**src/rtl/cwd_pkg.sv**
```systemverilog
// Constants and types shared by the configuration word decoder
package cwd_pkg;
  // Clock and timing
  localparam longint CLK_HZ = 64'd20_000_000;
  localparam longint POWERUP_DELAY_TIMER_MS = 64'd72;
  localparam longint POWERUP_DELAY_TIMER_CYCLES = (POWERUP_DELAY_TIMER_MS * CLK_HZ) / 64'd1000;
  localparam int OST_CYCLES = 1024;
  // Configuration memory map
  localparam logic [13:0] CFG_WORD_ADDR = 14'h2007;
  localparam logic [13:0] TEST_REGION_LO = 14'h2000;
  localparam logic [13:0] TEST_REGION_HI = 14'h3FFF;
  localparam logic [13:0] CFG_ERASED = 14'h3FFF;
  localparam logic [13:0] CFG_UNIMPL_MASK = 14'h0080;
  // Field positions in the configuration word
  localparam int BIT_BROWNOUT_EN = 6;
  localparam int BIT_POWERUP_DELAY_TIMER_EN_N = 3;
  localparam int BIT_WATCHDOG_EN = 2;
  localparam int OSC_SEL_LSB = 0;
  localparam int CP_PAIR0_LSB = 4;
  localparam int CP_PAIR1_LSB = 8;
  localparam int CP_PAIR2_LSB = 10;
  localparam int CP_PAIR3_LSB = 12;
  // Register byte offsets
  localparam logic [3:0] OFS_PROG_ADDR = 4'h0;
  localparam logic [3:0] OFS_PROG_DATA = 4'h4;
  localparam logic [3:0] OFS_STATUS = 4'h8;
  localparam logic [3:0] OFS_SLEEP_CTRL = 4'hC;
  // Reset values
  localparam logic [13:0] PROG_ADDR_RST = 14'h0000;
  // AXI responses
  localparam logic [1:0] RESP_OKAY = 2'h0;
  localparam logic [1:0] RESP_SLVERR = 2'h2;
  localparam logic [1:0] RESP_DECERR = 2'h3;
  // Oscillator modes
  typedef enum logic [1:0] {
    CWD_OSC_LOW_POWER_CRYSTAL = 2'h0,
    CWD_OSC_STANDARD_CRYSTAL_RESONATOR = 2'h1,
    CWD_OSC_HIGH_SPEED_CRYSTAL = 2'h2,
    CWD_OSC_RESISTOR_CAPACITOR = 2'h3
  } cwd_osc_t;
  // Code protection extent
  typedef enum logic [1:0] {
    CWD_PROT_ALL = 2'h0,
    CWD_PROT_UPPER_3Q = 2'h1,
    CWD_PROT_UPPER_HALF = 2'h2,
    CWD_PROT_NONE = 2'h3
  } cwd_prot_t;
endpackage

```
**src/rtl/cwd_config_word_decoder.sv**
```systemverilog
// Configuration word store, decoder and reset sequencer with AXI4-Lite
// Notes on behaviour
// - A configuration bit reading 0 is programmed, 1 is erased.
// - The configuration word lives at program memory location 2007h.
// - Region 2000h to 3FFFh is reachable only in programming mode.
// - Code protection pair repeats at bits 13-8 and 5-4.
// - Protection 11 off, 10 upper half, 01 upper 3/4, 00 all.
// - Unimplemented configuration bits read back as 1.
// - Brown-out enable bit 1 enables brown-out reset, 0 disables it.
// - Power-up timer enable is active low.
// - Watchdog enable bit 1 enables watchdog, 0 disables it.
// - Oscillator 11 RC, 10 high-speed, 01 standard, 00 low-power.
// - Brown-out enable forces the power-up timer on.
// - Watchdog disabled only by configuration; runs from its own clock.
// - Power-up timer holds reset a nominal 72 ms, on power-up only.
// - Oscillator start-up timer holds reset until crystal is stable.
// - Sleep ends on external reset, watchdog wake-up or interrupt.
//
// Implementation choices: the AXI4-Lite register port and the address map.
`timescale 1ns/1ns
`default_nettype none
module cwd_config_word_decoder #(
  parameter longint POWERUP_DELAY_TIMER_CYCLES = cwd_pkg::POWERUP_DELAY_TIMER_CYCLES,
  parameter int OST_CYCLES = cwd_pkg::OST_CYCLES,
  parameter int TMR_W = 21
) (
  // Clock and reset
  input wire logic clk_i,
  input wire logic rst_n_i,
  // AXI4-Lite write
  input wire logic [3:0] s_axi_awaddr_i,
  input wire logic s_axi_awvalid_i,
  output logic s_axi_awready_o,
  input wire logic [31:0] s_axi_wdata_i,
  input wire logic [3:0] s_axi_wstrb_i,
  input wire logic s_axi_wvalid_i,
  output logic s_axi_wready_o,
  output logic [1:0] s_axi_bresp_o,
  output logic s_axi_bvalid_o,
  input wire logic s_axi_bready_i,
  // AXI4-Lite read
  input wire logic [3:0] s_axi_araddr_i,
  input wire logic s_axi_arvalid_i,
  output logic s_axi_arready_o,
  output logic [31:0] s_axi_rdata_o,
  output logic [1:0] s_axi_rresp_o,
  output logic s_axi_rvalid_o,
  input wire logic s_axi_rready_i,
  // Pins and events
  input wire logic prog_mode_i,
  input wire logic ext_reset_i,
  input wire logic brownout_i,
  input wire logic watchdog_timeout_i,
  input wire logic irq_i,
  // Decoded controls
  output logic device_reset_o,
  output logic sleep_o,
  output logic brownout_reset_en_o,
  output logic powerup_timer_on_o,
  output logic watchdog_en_o,
  output logic [1:0] osc_mode_sel_o,
  output logic [1:0] protect_level_o,
  output logic cp_mismatch_o
);
  typedef enum logic [2:0] {
    ST_CAPTURE, ST_POWERUP_DELAY_TIMER, ST_OST, ST_RUN, ST_SLEEP
  } cwd_state_t;

  cwd_state_t state_reg;
  logic [3:0] pins_q;
  logic prog_mode_q, ext_reset_q, brownout_q, wdt_wake_q;
  logic [13:0] word_reg, prog_addr_reg;
  logic power_up_reg;
  logic powerup_delay_timer_start, powerup_delay_timer_busy, powerup_delay_timer_done, ost_start, ost_busy, ost_done;
  logic aw_have_reg, w_have_reg;
  logic [3:0] aw_addr_reg;
  logic [31:0] w_data_reg;
  logic [3:0] w_strb_reg;
  logic wr_fire, rd_fire, in_region, data_ok, sleep_req;
  logic [31:0] rd_word;
  logic [1:0] rd_resp, wr_resp;
  logic [1:0] cp_sel;
  logic cp_same;

  initial
  begin
    if (POWERUP_DELAY_TIMER_CYCLES < 2 || POWERUP_DELAY_TIMER_CYCLES >= (64'd1 << TMR_W))
      $error("POWERUP_DELAY_TIMER_CYCLES does not fit the timer width");
    if (OST_CYCLES < 2 || OST_CYCLES >= (1 << TMR_W))
      $error("OST_CYCLES does not fit the timer width");
  end

  cwd_sync #(.WIDTH(4)) u_sync (
    .clk_i(clk_i),
    .rst_n_i(rst_n_i),
    .async_i({prog_mode_i, ext_reset_i, brownout_i, watchdog_timeout_i}),
    .sync_o(pins_q)
  );
  assign {prog_mode_q, ext_reset_q, brownout_q, wdt_wake_q} = pins_q;

  cwd_delay_timer #(.WIDTH(TMR_W)) u_powerup_delay_timer (
    .clk_i(clk_i),
    .rst_n_i(rst_n_i),
    .start_i(powerup_delay_timer_start),
    .count_i(TMR_W'(POWERUP_DELAY_TIMER_CYCLES)),
    .busy_o(powerup_delay_timer_busy),
    .done_o(powerup_delay_timer_done)
  );

  cwd_delay_timer #(.WIDTH(TMR_W)) u_ost (
    .clk_i(clk_i),
    .rst_n_i(rst_n_i),
    .start_i(ost_start),
    .count_i(TMR_W'(OST_CYCLES)),
    .busy_o(ost_busy),
    .done_o(ost_done)
  );

  // Live word decode; all four protection copies must agree
  assign cp_sel = word_reg[cwd_pkg::CP_PAIR0_LSB +: 2];
  assign cp_same = (word_reg[cwd_pkg::CP_PAIR1_LSB +: 2] == cp_sel) &&
    (word_reg[cwd_pkg::CP_PAIR2_LSB +: 2] == cp_sel) &&
    (word_reg[cwd_pkg::CP_PAIR3_LSB +: 2] == cp_sel);

  // Captured controls; word changes only take hold at the next reset
  always_ff @(posedge clk_i or negedge rst_n_i)
  begin
    if (!rst_n_i)
    begin
      brownout_reset_en_o <= 1'b0;
      powerup_timer_on_o <= 1'b0;
      watchdog_en_o <= 1'b0;
      osc_mode_sel_o <= 2'h3;
      protect_level_o <= 2'h3;
      cp_mismatch_o <= 1'b0;
    end
    else if (state_reg == ST_CAPTURE)
    begin
      brownout_reset_en_o <= word_reg[cwd_pkg::BIT_BROWNOUT_EN];
      powerup_timer_on_o <= !word_reg[cwd_pkg::BIT_POWERUP_DELAY_TIMER_EN_N] ||
        word_reg[cwd_pkg::BIT_BROWNOUT_EN];
      watchdog_en_o <= word_reg[cwd_pkg::BIT_WATCHDOG_EN];
      osc_mode_sel_o <= word_reg[cwd_pkg::OSC_SEL_LSB +: 2];
      // Mismatched copies select no listed scheme, so none applies
      protect_level_o <= cp_same ? cp_sel : 2'h3;
      cp_mismatch_o <= !cp_same;
    end
  end

  // Reset sequencer
  assign powerup_delay_timer_start = (state_reg == ST_CAPTURE) && power_up_reg &&
    (!word_reg[cwd_pkg::BIT_POWERUP_DELAY_TIMER_EN_N] ||
     word_reg[cwd_pkg::BIT_BROWNOUT_EN]);
  assign ost_start = ((state_reg == ST_CAPTURE) && !powerup_delay_timer_start &&
    word_reg[1:0] != 2'h3) ||
    ((state_reg == ST_POWERUP_DELAY_TIMER) && powerup_delay_timer_done &&
     osc_mode_sel_o != 2'h3) ||
    ((state_reg == ST_SLEEP) && (irq_i || (wdt_wake_q && watchdog_en_o)) &&
     osc_mode_sel_o != 2'h3);
  assign sleep_req = wr_fire && aw_addr_reg == cwd_pkg::OFS_SLEEP_CTRL &&
    w_strb_reg[0] && w_data_reg[0];

  always_ff @(posedge clk_i or negedge rst_n_i)
  begin
    if (!rst_n_i)
    begin
      state_reg <= ST_CAPTURE;
      power_up_reg <= 1'b1;
    end
    // Held in capture while brown-out lasts, so reset cannot blink off
    else if (ext_reset_q || (brownout_q && brownout_reset_en_o))
      state_reg <= ST_CAPTURE;
    else
    begin
      case (state_reg)
        ST_CAPTURE:
        begin
          if (powerup_delay_timer_start)
            state_reg <= ST_POWERUP_DELAY_TIMER;
          else if (ost_start)
            state_reg <= ST_OST;
          else
            state_reg <= ST_RUN;
          power_up_reg <= 1'b0;
        end
        ST_POWERUP_DELAY_TIMER:
          if (powerup_delay_timer_done)
            state_reg <= ost_start ? ST_OST : ST_RUN;
        ST_OST:
          if (ost_done)
            state_reg <= ST_RUN;
        ST_RUN:
          if (sleep_req)
            state_reg <= ST_SLEEP;
        ST_SLEEP:
          // Watchdog wakes only if configuration enabled it
          if (irq_i || (wdt_wake_q && watchdog_en_o))
            state_reg <= ost_start ? ST_OST : ST_RUN;
        default:
          state_reg <= ST_CAPTURE;
      endcase
    end
  end

  assign device_reset_o = (state_reg == ST_CAPTURE) ||
    (state_reg == ST_POWERUP_DELAY_TIMER) || (state_reg == ST_OST);
  assign sleep_o = (state_reg == ST_SLEEP);

  // Programming access: only 2007h holds storage in the test region
  assign in_region = prog_addr_reg >= cwd_pkg::TEST_REGION_LO &&
    prog_addr_reg <= cwd_pkg::TEST_REGION_HI;
  assign data_ok = prog_mode_q && in_region;

  always_ff @(posedge clk_i or negedge rst_n_i)
  begin
    if (!rst_n_i)
      word_reg <= cwd_pkg::CFG_ERASED;
    else if (wr_fire && aw_addr_reg == cwd_pkg::OFS_PROG_DATA && data_ok &&
      prog_addr_reg == cwd_pkg::CFG_WORD_ADDR && w_strb_reg[1:0] == 2'h3)
      word_reg <= w_data_reg[13:0] | cwd_pkg::CFG_UNIMPL_MASK;
  end

  always_ff @(posedge clk_i or negedge rst_n_i)
  begin
    if (!rst_n_i)
      prog_addr_reg <= cwd_pkg::PROG_ADDR_RST;
    else if (wr_fire && aw_addr_reg == cwd_pkg::OFS_PROG_ADDR &&
      w_strb_reg[1:0] == 2'h3)
      prog_addr_reg <= w_data_reg[13:0];
  end

  // AXI4-Lite write: address and data taken in either order
  assign s_axi_awready_o = !aw_have_reg && !s_axi_bvalid_o;
  assign s_axi_wready_o = !w_have_reg && !s_axi_bvalid_o;
  assign wr_fire = aw_have_reg && w_have_reg && !s_axi_bvalid_o;

  always_ff @(posedge clk_i or negedge rst_n_i)
  begin
    if (!rst_n_i)
    begin
      aw_have_reg <= 1'b0;
      w_have_reg <= 1'b0;
      aw_addr_reg <= 4'h0;
      w_data_reg <= 32'h0000_0000;
      w_strb_reg <= 4'h0;
    end
    else
    begin
      if (s_axi_awvalid_i && s_axi_awready_o)
      begin
        aw_have_reg <= 1'b1;
        aw_addr_reg <= s_axi_awaddr_i;
      end
      else if (wr_fire)
        aw_have_reg <= 1'b0;
      if (s_axi_wvalid_i && s_axi_wready_o)
      begin
        w_have_reg <= 1'b1;
        w_data_reg <= s_axi_wdata_i;
        w_strb_reg <= s_axi_wstrb_i;
      end
      else if (wr_fire)
        w_have_reg <= 1'b0;
    end
  end

  always_comb
  begin
    case (aw_addr_reg)
      cwd_pkg::OFS_PROG_ADDR: wr_resp = cwd_pkg::RESP_OKAY;
      cwd_pkg::OFS_PROG_DATA:
        wr_resp = data_ok ? cwd_pkg::RESP_OKAY : cwd_pkg::RESP_SLVERR;
      cwd_pkg::OFS_STATUS: wr_resp = cwd_pkg::RESP_OKAY;
      cwd_pkg::OFS_SLEEP_CTRL: wr_resp = cwd_pkg::RESP_OKAY;
      default: wr_resp = cwd_pkg::RESP_DECERR;
    endcase
  end

  always_ff @(posedge clk_i or negedge rst_n_i)
  begin
    if (!rst_n_i)
    begin
      s_axi_bvalid_o <= 1'b0;
      s_axi_bresp_o <= cwd_pkg::RESP_OKAY;
    end
    else if (wr_fire)
    begin
      s_axi_bvalid_o <= 1'b1;
      s_axi_bresp_o <= wr_resp;
    end
    else if (s_axi_bready_i)
      s_axi_bvalid_o <= 1'b0;
  end

  // AXI4-Lite read: answered one cycle after the address is taken
  assign s_axi_arready_o = !s_axi_rvalid_o;
  assign rd_fire = s_axi_arvalid_i && s_axi_arready_o;

  always_comb
  begin
    rd_word = 32'h0000_0000;
    rd_resp = cwd_pkg::RESP_OKAY;
    case (s_axi_araddr_i)
      cwd_pkg::OFS_PROG_ADDR: rd_word[13:0] = prog_addr_reg;
      cwd_pkg::OFS_PROG_DATA:
        if (!data_ok)
          rd_resp = cwd_pkg::RESP_SLVERR;
        else if (prog_addr_reg == cwd_pkg::CFG_WORD_ADDR)
          rd_word[13:0] = word_reg | cwd_pkg::CFG_UNIMPL_MASK;
        else
          rd_word[13:0] = cwd_pkg::CFG_ERASED;
      cwd_pkg::OFS_STATUS:
        rd_word[11:0] = {prog_mode_q, sleep_o, device_reset_o, cp_mismatch_o,
          protect_level_o, brownout_reset_en_o, powerup_timer_on_o,
          watchdog_en_o, osc_mode_sel_o, 1'b0};
      cwd_pkg::OFS_SLEEP_CTRL: rd_word[0] = sleep_o;
      default: rd_resp = cwd_pkg::RESP_DECERR;
    endcase
  end

  always_ff @(posedge clk_i or negedge rst_n_i)
  begin
    if (!rst_n_i)
    begin
      s_axi_rvalid_o <= 1'b0;
      s_axi_rdata_o <= 32'h0000_0000;
      s_axi_rresp_o <= cwd_pkg::RESP_OKAY;
    end
    else if (rd_fire)
    begin
      s_axi_rvalid_o <= 1'b1;
      s_axi_rdata_o <= rd_word;
      s_axi_rresp_o <= rd_resp;
    end
    else if (s_axi_rready_i)
      s_axi_rvalid_o <= 1'b0;
  end

  // Checks
  logic [31:0] powerup_delay_timer_len_reg;
  always_ff @(posedge clk_i or negedge rst_n_i)
  begin
    if (!rst_n_i)
      powerup_delay_timer_len_reg <= 32'h0000_0000;
    else if (state_reg == ST_POWERUP_DELAY_TIMER)
      powerup_delay_timer_len_reg <= powerup_delay_timer_len_reg + 32'h0000_0001;
    else
      powerup_delay_timer_len_reg <= 32'h0000_0000;
  end

  property p_word_needs_prog;
    @(posedge clk_i) disable iff (!rst_n_i)
    $changed(word_reg) |-> $past(prog_mode_q);
  endproperty
  a_word_needs_prog: assert property (p_word_needs_prog)
    else $error("configuration word changed outside programming mode");

  property p_unimpl_one;
    @(posedge clk_i) disable iff (!rst_n_i)
    rd_fire && s_axi_araddr_i == cwd_pkg::OFS_PROG_DATA && data_ok &&
    prog_addr_reg == cwd_pkg::CFG_WORD_ADDR |=> s_axi_rdata_o[7];
  endproperty
  a_unimpl_one: assert property (p_unimpl_one)
    else $error("unimplemented bit did not read as one");

  property p_prot_all;
    @(posedge clk_i) disable iff (!rst_n_i)
    state_reg == ST_CAPTURE && !ext_reset_q && word_reg[13:8] == 6'h00 &&
    word_reg[5:4] == 2'h0 |=> protect_level_o == 2'h0 && !cp_mismatch_o;
  endproperty
  a_prot_all: assert property (p_prot_all)
    else $error("all-zero selector did not protect all memory");

  property p_bor_reset;
    @(posedge clk_i) disable iff (!rst_n_i)
    state_reg == ST_RUN && brownout_q && brownout_reset_en_o
    |=> state_reg == ST_CAPTURE ##1 device_reset_o;
  endproperty
  a_bor_reset: assert property (p_bor_reset)
    else $error("brown-out did not reset the device");

  property p_powerup_delay_timer_forced;
    @(posedge clk_i) disable iff (!rst_n_i)
    state_reg == ST_CAPTURE && power_up_reg && !ext_reset_q &&
    !(brownout_q && brownout_reset_en_o) &&
    word_reg[cwd_pkg::BIT_BROWNOUT_EN] |=> state_reg == ST_POWERUP_DELAY_TIMER;
  endproperty
  a_powerup_delay_timer_forced: assert property (p_powerup_delay_timer_forced)
    else $error("brown-out enable did not force the power-up timer");

  property p_powerup_delay_timer_length;
    @(posedge clk_i) disable iff (!rst_n_i)
    state_reg == ST_POWERUP_DELAY_TIMER ##1 state_reg != ST_POWERUP_DELAY_TIMER && !$past(ext_reset_q) &&
    !$past(brownout_q) |-> $past(powerup_delay_timer_len_reg) == 32'(POWERUP_DELAY_TIMER_CYCLES);
  endproperty
  a_powerup_delay_timer_length: assert property (p_powerup_delay_timer_length)
    else $error("power-up timer length wrong");

  property p_ost_hold;
    @(posedge clk_i) disable iff (!rst_n_i)
    state_reg == ST_OST && ost_busy |-> device_reset_o;
  endproperty
  a_ost_hold: assert property (p_ost_hold)
    else $error("reset released before oscillator start-up");

  property p_irq_wake;
    @(posedge clk_i) disable iff (!rst_n_i)
    sleep_o && irq_i |=> !sleep_o;
  endproperty
  a_irq_wake: assert property (p_irq_wake)
    else $error("interrupt did not end sleep");

  property p_held;
    @(posedge clk_i) disable iff (!rst_n_i)
    state_reg != ST_CAPTURE ##1 state_reg != ST_CAPTURE |->
    $stable(osc_mode_sel_o) && $stable(watchdog_en_o) &&
    $stable(protect_level_o);
  endproperty
  a_held: assert property (p_held)
    else $error("decoded controls changed outside reset");

  c_sleep_wake: cover property (@(posedge clk_i) disable iff (!rst_n_i)
    sleep_o ##1 !sleep_o);
  c_word_write: cover property (@(posedge clk_i) disable iff (!rst_n_i)
    $changed(word_reg));
  c_ost_run: cover property (@(posedge clk_i) disable iff (!rst_n_i)
    state_reg == ST_OST ##1 state_reg == ST_RUN);
endmodule
`default_nettype wire

```
**src/rtl/cwd_sync.sv**
```systemverilog
// Two flip-flop synchroniser for asynchronous pins
`timescale 1ns/1ns
`default_nettype none
module cwd_sync #(
  parameter int WIDTH = 1
) (
  // Clock and reset
  input wire logic clk_i,
  input wire logic rst_n_i,
  // Data
  input wire logic [WIDTH-1:0] async_i,
  output logic [WIDTH-1:0] sync_o
);
  logic [WIDTH-1:0] meta_reg;

  initial
  begin
    if (WIDTH < 1)
      $error("cwd_sync WIDTH must be at least 1");
  end

  always_ff @(posedge clk_i or negedge rst_n_i)
  begin
    if (!rst_n_i)
    begin
      meta_reg <= '0;
      sync_o <= '0;
    end
    else
    begin
      meta_reg <= async_i;
      sync_o <= meta_reg;
    end
  end
endmodule
`default_nettype wire

```
**src/rtl/cwd_delay_timer.sv**
```systemverilog
// Down counter that holds busy for a loaded number of cycles
`timescale 1ns/1ns
`default_nettype none
module cwd_delay_timer #(
  parameter int WIDTH = 21
) (
  // Clock and reset
  input wire logic clk_i,
  input wire logic rst_n_i,
  // Control
  input wire logic start_i,
  input wire logic [WIDTH-1:0] count_i,
  output logic busy_o,
  output logic done_o
);
  logic [WIDTH-1:0] count_reg;

  initial
  begin
    if (WIDTH < 2)
      $error("cwd_delay_timer WIDTH must be at least 2");
  end

  always_ff @(posedge clk_i or negedge rst_n_i)
  begin
    if (!rst_n_i)
    begin
      count_reg <= '0;
      done_o <= 1'b0;
    end
    else if (start_i)
    begin
      count_reg <= count_i;
      done_o <= 1'b0;
    end
    else
    begin
      done_o <= (count_reg == {{(WIDTH-1){1'b0}}, 1'b1});
      if (count_reg != '0)
        count_reg <= count_reg - 1'b1;
    end
  end

  assign busy_o = (count_reg != '0);
endmodule
`default_nettype wire

```
**config.mk**
```make
export PLATFORM = sky130hd
export DESIGN_NAME = cwd_config_word_decoder
export DESIGN_NICKNAME = d
export VERILOG_FILES = /design/src/rtl/cwd_pkg.sv /design/src/rtl/cwd_config_word_decoder.sv /design/src/rtl/cwd_sync.sv /design/src/rtl/cwd_delay_timer.sv
export SDC_FILE = /design/constraint.sdc
export NUM_CORES = 1
export LEC_CHECK = 0
export BUFFER_PORTS_ARGS = -buffer_cell sky130_fd_sc_hd__buf_4
export CAP_MARGIN = 20
export CORE_ASPECT_RATIO = 0.75
export CORE_MARGIN = 8
export CORE_UTILIZATION = 46
export CTS_CLUSTER_SIZE = 28
export DETAILED_ROUTE_END_ITERATION = 10
export GPL_ROUTABILITY_DRIVEN = 0
export PLACE_DENSITY = 0.68
export SKIP_CTS_REPAIR_TIMING = 1
export SLEW_MARGIN = 40
export SYNTH_ARGS = -nofsm -noshare
export SYNTH_HDL_FRONTEND = slang
export SYNTH_SLANG_ARGS = --single-unit
```
**constraint.sdc**
```tcl
create_clock -name clk_i -period 2.4 [get_ports clk_i]
set_clock_uncertainty 0.1 [all_clocks]
set_input_delay 0.36 -clock clk_i [delete_from_list [all_inputs] [get_ports clk_i]]
set_output_delay 0.36 -clock clk_i [all_outputs]
set_load 0.02 [all_outputs]
```
Word level (Yosys, flattened, before mapping)
Index checks and enable logic that the tools add are counted.

operators by class
  $add $sub $neg = 2
  order comparisons = 2
  eq/ne operators = 23
  muxes and demuxes = 30
  bitwise logic cells = 1
  reductions and logical operators = 59

operators by type and width
  operator                 number
  $mux W21                 4
  $eq A21 B1 Y1 const B    2
  $reduce_bool A21 Y1      2
  $sub A21 B1 Y21 const B  2
  $pmux W11 S3             1
  $logic_and A1 B1 Y1      30
  $mux W14                 2
  $eq A4 B4 Y1 const B     4
  $mux W3                  5
  $pmux W3 S5              1
  $eq A14 B14 Y1 const B   1
  $ge A14 B14 Y1 const B   1
  $le A14 B14 Y1 const B   1
  $pmux W2 S2              3
  $reduce_bool A2 Y1       6
  $mux W1                  10
  $eq A4 B3 Y1 const B     2
  $logic_not A4 Y1         2
  $logic_not A1 Y1         7
  $logic_or A1 B1 Y1       7
  $eq A2 B2 Y1             3
  $eq A3 B2 Y1 const B     2
  $mux W2                  3
  $ne A3 B2 Y1 const B     2
  other kinds (12)         14

word-level totals
  register bits = 133
  logic and storage cells = 143

Depth between registers and ports, before layout
  depth in word-level cells = 12
  mapped depth = 8

By module
From an unflattened synthesis, not the netlist that was laid out.

unflattened totals
  cell total of the unflattened synthesis = 633
  area, all modules = 6776.5 um^2

modules (own cells, without submodules)
  module                   times used  cells an instance  area an instance (um^2)  seq. area each (um^2)
  cwd_config_word_decoder  1           331                3786.1                   2049.5
  cwd_delay_timer          2           147                1395.1                   550.5
  cwd_sync                 1           8                  200.2                    200.2

Worst setup path after synthesis
OpenSTA, ideal clock, no wires.

  kind = register to register
  start point = reg s_axi_bvalid_o
  end point = reg prog_addr_reg[10]
  setup time = 0.125 ns
  data arrival time = 2.166 ns
  data required time = 2.175 ns
  path slack = 0.009 ns
  stages on the path, launching flop included = 7
  path buffers = 2
  period minus slack after synthesis = 2.391 ns
  path through = dfrtp_1 > nand3b_4 > or4b_4 > or3_1 > buf_6 > buf_12 > mux2_4

on the way
  longest elaborated chain between the ends = 4

ends and longest elaborated chain
  item                              RTL line                        RTL
  start, declared                   cwd_config_word_decoder.sv:39   output logic s_axi_bvalid_o,
  start signal, assigned            cwd_config_word_decoder.sv:283  s_axi_bvalid_o <= 1'b0;
  start signal, assigned            cwd_config_word_decoder.sv:288  s_axi_bvalid_o <= 1'b1;
  start signal, assigned            cwd_config_word_decoder.sv:292  s_axi_bvalid_o <= 1'b0;
  $logic_not A1 Y1                  cwd_config_word_decoder.sv:235  assign wr_fire = aw_have_reg && w_have_reg && !s_axi_bvalid_o;
  $logic_and A1 B1 Y1               cwd_config_word_decoder.sv:235
  $logic_and A1 B1 Y1 (2 in a row)  cwd_config_word_decoder.sv:227  else if (wr_fire && aw_addr_reg == cwd_pkg::OFS_PROG_ADDR &&
  end signal, assigned              cwd_config_word_decoder.sv:226  prog_addr_reg <= cwd_pkg::PROG_ADDR_RST;
  end signal, assigned              cwd_config_word_decoder.sv:229  prog_addr_reg <= w_data_reg[13:0];
  end, declared                     cwd_config_word_decoder.sv:72   logic [13:0] word_reg, prog_addr_reg;

Every way passes these cells.
A chain may end at the register's enable or synchronous reset.

Final worst setup path
  start point = reg s_axi_bvalid_o
  end point = reg prog_addr_reg[3]

Same word-level chain as after synthesis.

==> impl_metrics.tcl <==
set metrics [dict create \
    status "completed" \
    reg2reg_to "prog_addr_reg[3]" \
    grt_overflow 0 \
    drv_cap 0 \
    root_buffer "clkbuf_16" \
    worstSkewPairLatency_ns 0.40 \
    clockBufferDepth 2 \
    crit_required_ns 2.59 \
    regToRegSetupSlack_ns 0.1 \
    drt_iter0_drc 285 \
    fin_area_um2 7770 \
    r2r_cells 5 \
    postPlaceCellArea_um2 7100 \
    whs_ns 0.0355 \
    path_class "reg -> reg" \
    cts.sinks 133 \
    synth_area_leaders "dfrtp_1 45%, dfstp_2 7.4%, mux2_2 7.3%" \
    synth_cell_types 62 \
    yosysSeqAreaShare 0.526 \
    grt_usage 0.166 \
    yosys.area.top_type "dfrtp_1" \
    cp_slowest_cell "or4b_4" \
    worst_slew_pin_slew_ns 0.639 \
    route.detailed.wl_per_inst_um 17.3 \
    syn_area_um2 6370 \
    path_cells "nand3b_4 -> or4b_4 -> or3_1 -> buf_6 -> mux2_4" \
    core_um2 13600 \
    grt_max_degree 56 \
    cp-end-kind "flop" \
    avgSynthCellArea_um2 10.9 \
    min_path_type "in -> reg" \
    start_util 0.468 \
    drcViolationCount 0 \
    portBuffers 68 \
    fin_nets 731 \
    rsz0062_at_grt "no" \
    r2r-start "s_axi_bvalid_o" \
    fmax_ghz 0.434 \
    vias_per_cell 5.63 \
    synth_edf_count 0 \
    post-route-period-util 0.960 \
    finalSetupViolCount 0 \
    dieArea_um2 17900 \
    layout-drive-gt1-share 0.291 \
    routed_wl_mm 14.8 \
    crit_start "s_axi_bvalid_o" \
    setup_tns_ns 0 \
    leakagePower_uw 0.00364 \
    power.density_nw_per_um2 1010 \
    yosysTopAreaCellShare 0.452 \
    cts-buffers-inserted 17 \
    via_count 4839 \
    die_h_um 118 \
    setup.worst_path.start_class "flop" \
    num_io_pins 107 \
    cp-endpoint "prog_addr_reg[3]" \
    cp_max_fo 14 \
    clk_pin_slew_ns 0.06 \
    synthFlopType "dfrtp_1" \
    antenna_found_initial 0 \
    cp_data_arrival_time_ns 2.49 \
    netlist_instances 583 \
    synth_seq_cells 133 \
    cts_max_level 4 \
    hold_viol 0 \
    vdd_ir_drop_max_uv 606 \
    grt_first_pass_wirelength_mm 24.8 \
    rows 37 \
    antenna_cells 0 \
    area_delta_synth_final_pct 22.1 \
    grt_pass1_vias 4822 \
    detail-route-antenna-nets 0 \
    fin_crit_ns 2.30 \
    cts_tree "done" \
    critPathMaxStageDelay_ns 0.58 \
    dr.pass1.iters 4 \
    synthArstFlopShare 1.00 \
    yosysWarnings 0 \
    dpl.hpwl_mm 10.4 \
    maxSlewViolCount 0 \
    die_x_um 152 \
    slew_headroom 0.571 \
]
critical path, delay by kind of cell, from the launching register on:
kind                   cells  cell delay [ns]
and+or+nand+nor            3             1.17
DFF                        1             0.42
buffers and inverters      1             0.19
muxes                      1             0.31
cells in the mapped netlist, types with 3 or more instances:
cell,count
a21oi_1,30
o221ai_1,10
o31ai_1,7
nor4_1,9
mux2_4,10
a211oi_1,8
or4_1,7
o21a_1,4
o41ai_1,5
xor2_1,3
or4b_2,4
nor3_1,13
mux2i_1,11
nand3_1,12
inv_1,8
nand4_1,7
xnor2_1,15
buf_4,19
nand2_1,55
or3_1,9
o21ai_0,18
nand3b_1,5
ha_1,4
dfstp_2,18
clkbuf_1,18
mux2_2,41
nand2b_1,6
dfrtp_1,115
nor2b_1,6
nor4b_1,5
nor2_1,58
through the flow:
step           cells  total power (uW)  utilization  setup slack, ns
3_3_place_gp     822              5140        0.522           0.0958
2_1_floorplan    600              4450            -          0.00887
3_5_place_dp     822              5210        0.522           0.0560
6_report         859              7880        0.571           0.0953
5_1_grt          859              8280        0.571          0.00721
4_1_cts          854              7910        0.567           0.0465
power by group:
part	internal, uW	leakage, uW	switching, uW	total (uW)
registers	2690	0.00168	457	3150
clock network	1740	0.000296	918	2660
logic	984	0.00166	1090	2070
total	5420	0.00364	2460	7880
layer usage:
metal / track usage / share of wire / wire, um
met5: 0 / 0 / 0
met4: 0.0500 / 0.011 / 170
met3: 0.0383 / 0.059 / 873
met2: 0.246 / 0.44 / 6460
met1: 0.236 / 0.49 / 7320
cell usage in the layout (no fill, tap or decap), types with 4 or more instances in the layout:
| cell | n |
|---|---|
| clkbuf_8 | 4 |
| nand3_1 | 12 |
| nor3_1 | 13 |
| buf_4 | 86 |
| nand3b_1 | 5 |
| or4b_2 | 4 |
| a21oi_1 | 30 |
| nand4_1 | 7 |
| conb_1 | 18 |
| clkbuf_16 | 17 |
| nand2b_1 | 6 |
| nor2_1 | 58 |
| or3_1 | 9 |
| nor2b_1 | 6 |
| ha_1 | 4 |
| mux2_4 | 10 |
| a211oi_1 | 8 |
| o31ai_1 | 7 |
| nand2_1 | 55 |
| mux2i_1 | 11 |
| dfstp_2 | 18 |
| xnor2_1 | 15 |
| nor4b_1 | 5 |
| inv_1 | 8 |
| o21a_1 | 4 |
| o21ai_0 | 18 |
| dfrtp_1 | 115 |
| o221ai_1 | 10 |
| nor4_1 | 9 |
| or4_1 | 7 |
| o41ai_1 | 5 |
| mux2_2 | 41 |
| dlygate4sd3_1 | 5 |
how the worst min path moves through the flow:
| stage | from | to | slack [ns] | cells after the start |
|---|---|---|---|---|
| 6_report | s_axi_rready_i | s_axi_rvalid_o | 0.04 | 2 |
| 3_5_place_dp | u_sync.meta_reg[2] | u_sync.sync_o[2] | 0.24 | 0 |
| 2_1_floorplan | rst_n_i | aw_addr_reg[0] | -0.04 | 0 |
| 4_1_cts | rst_n_i | u_powerup_delay_timer.count_reg[4] | -0.18 | 1 |
| 5_1_grt | s_axi_rready_i | s_axi_rvalid_o | 0.04 | 2 |
| 3_3_place_gp | rst_n_i | u_sync.meta_reg[3] | 0.24 | 1 |
cells by family (layout without fill, tap and decap cells):
kind of cell             Yosys count  count (layout)  share of synthesized area
flip-flops                       133             133                      0.526
AND/OR/NAND/NOR                  212             212                      0.175
multiplexers                      62              62                      0.113
buffers and inverters             51             135                     0.0454
AO/OA/AOI/OAI                    102             102                      0.107
adder cells (fa/ha/maj)            4               4                    0.00786
other                              1              18                   0.000589
XOR/XNOR                          18              18                     0.0248
cell type report:
type	instances	area, um^2
Tap cell	175	219
Multi-Input combinational cell	416	2790
Timing Repair Buffer	95	767
Inverter	8	30.0
Sequential cell	133	3350
Clock buffer	24	492
Fill cell	1127	5840
Clock inverter	8	124
Note: power is estimated with default switching activity, not from simulation.
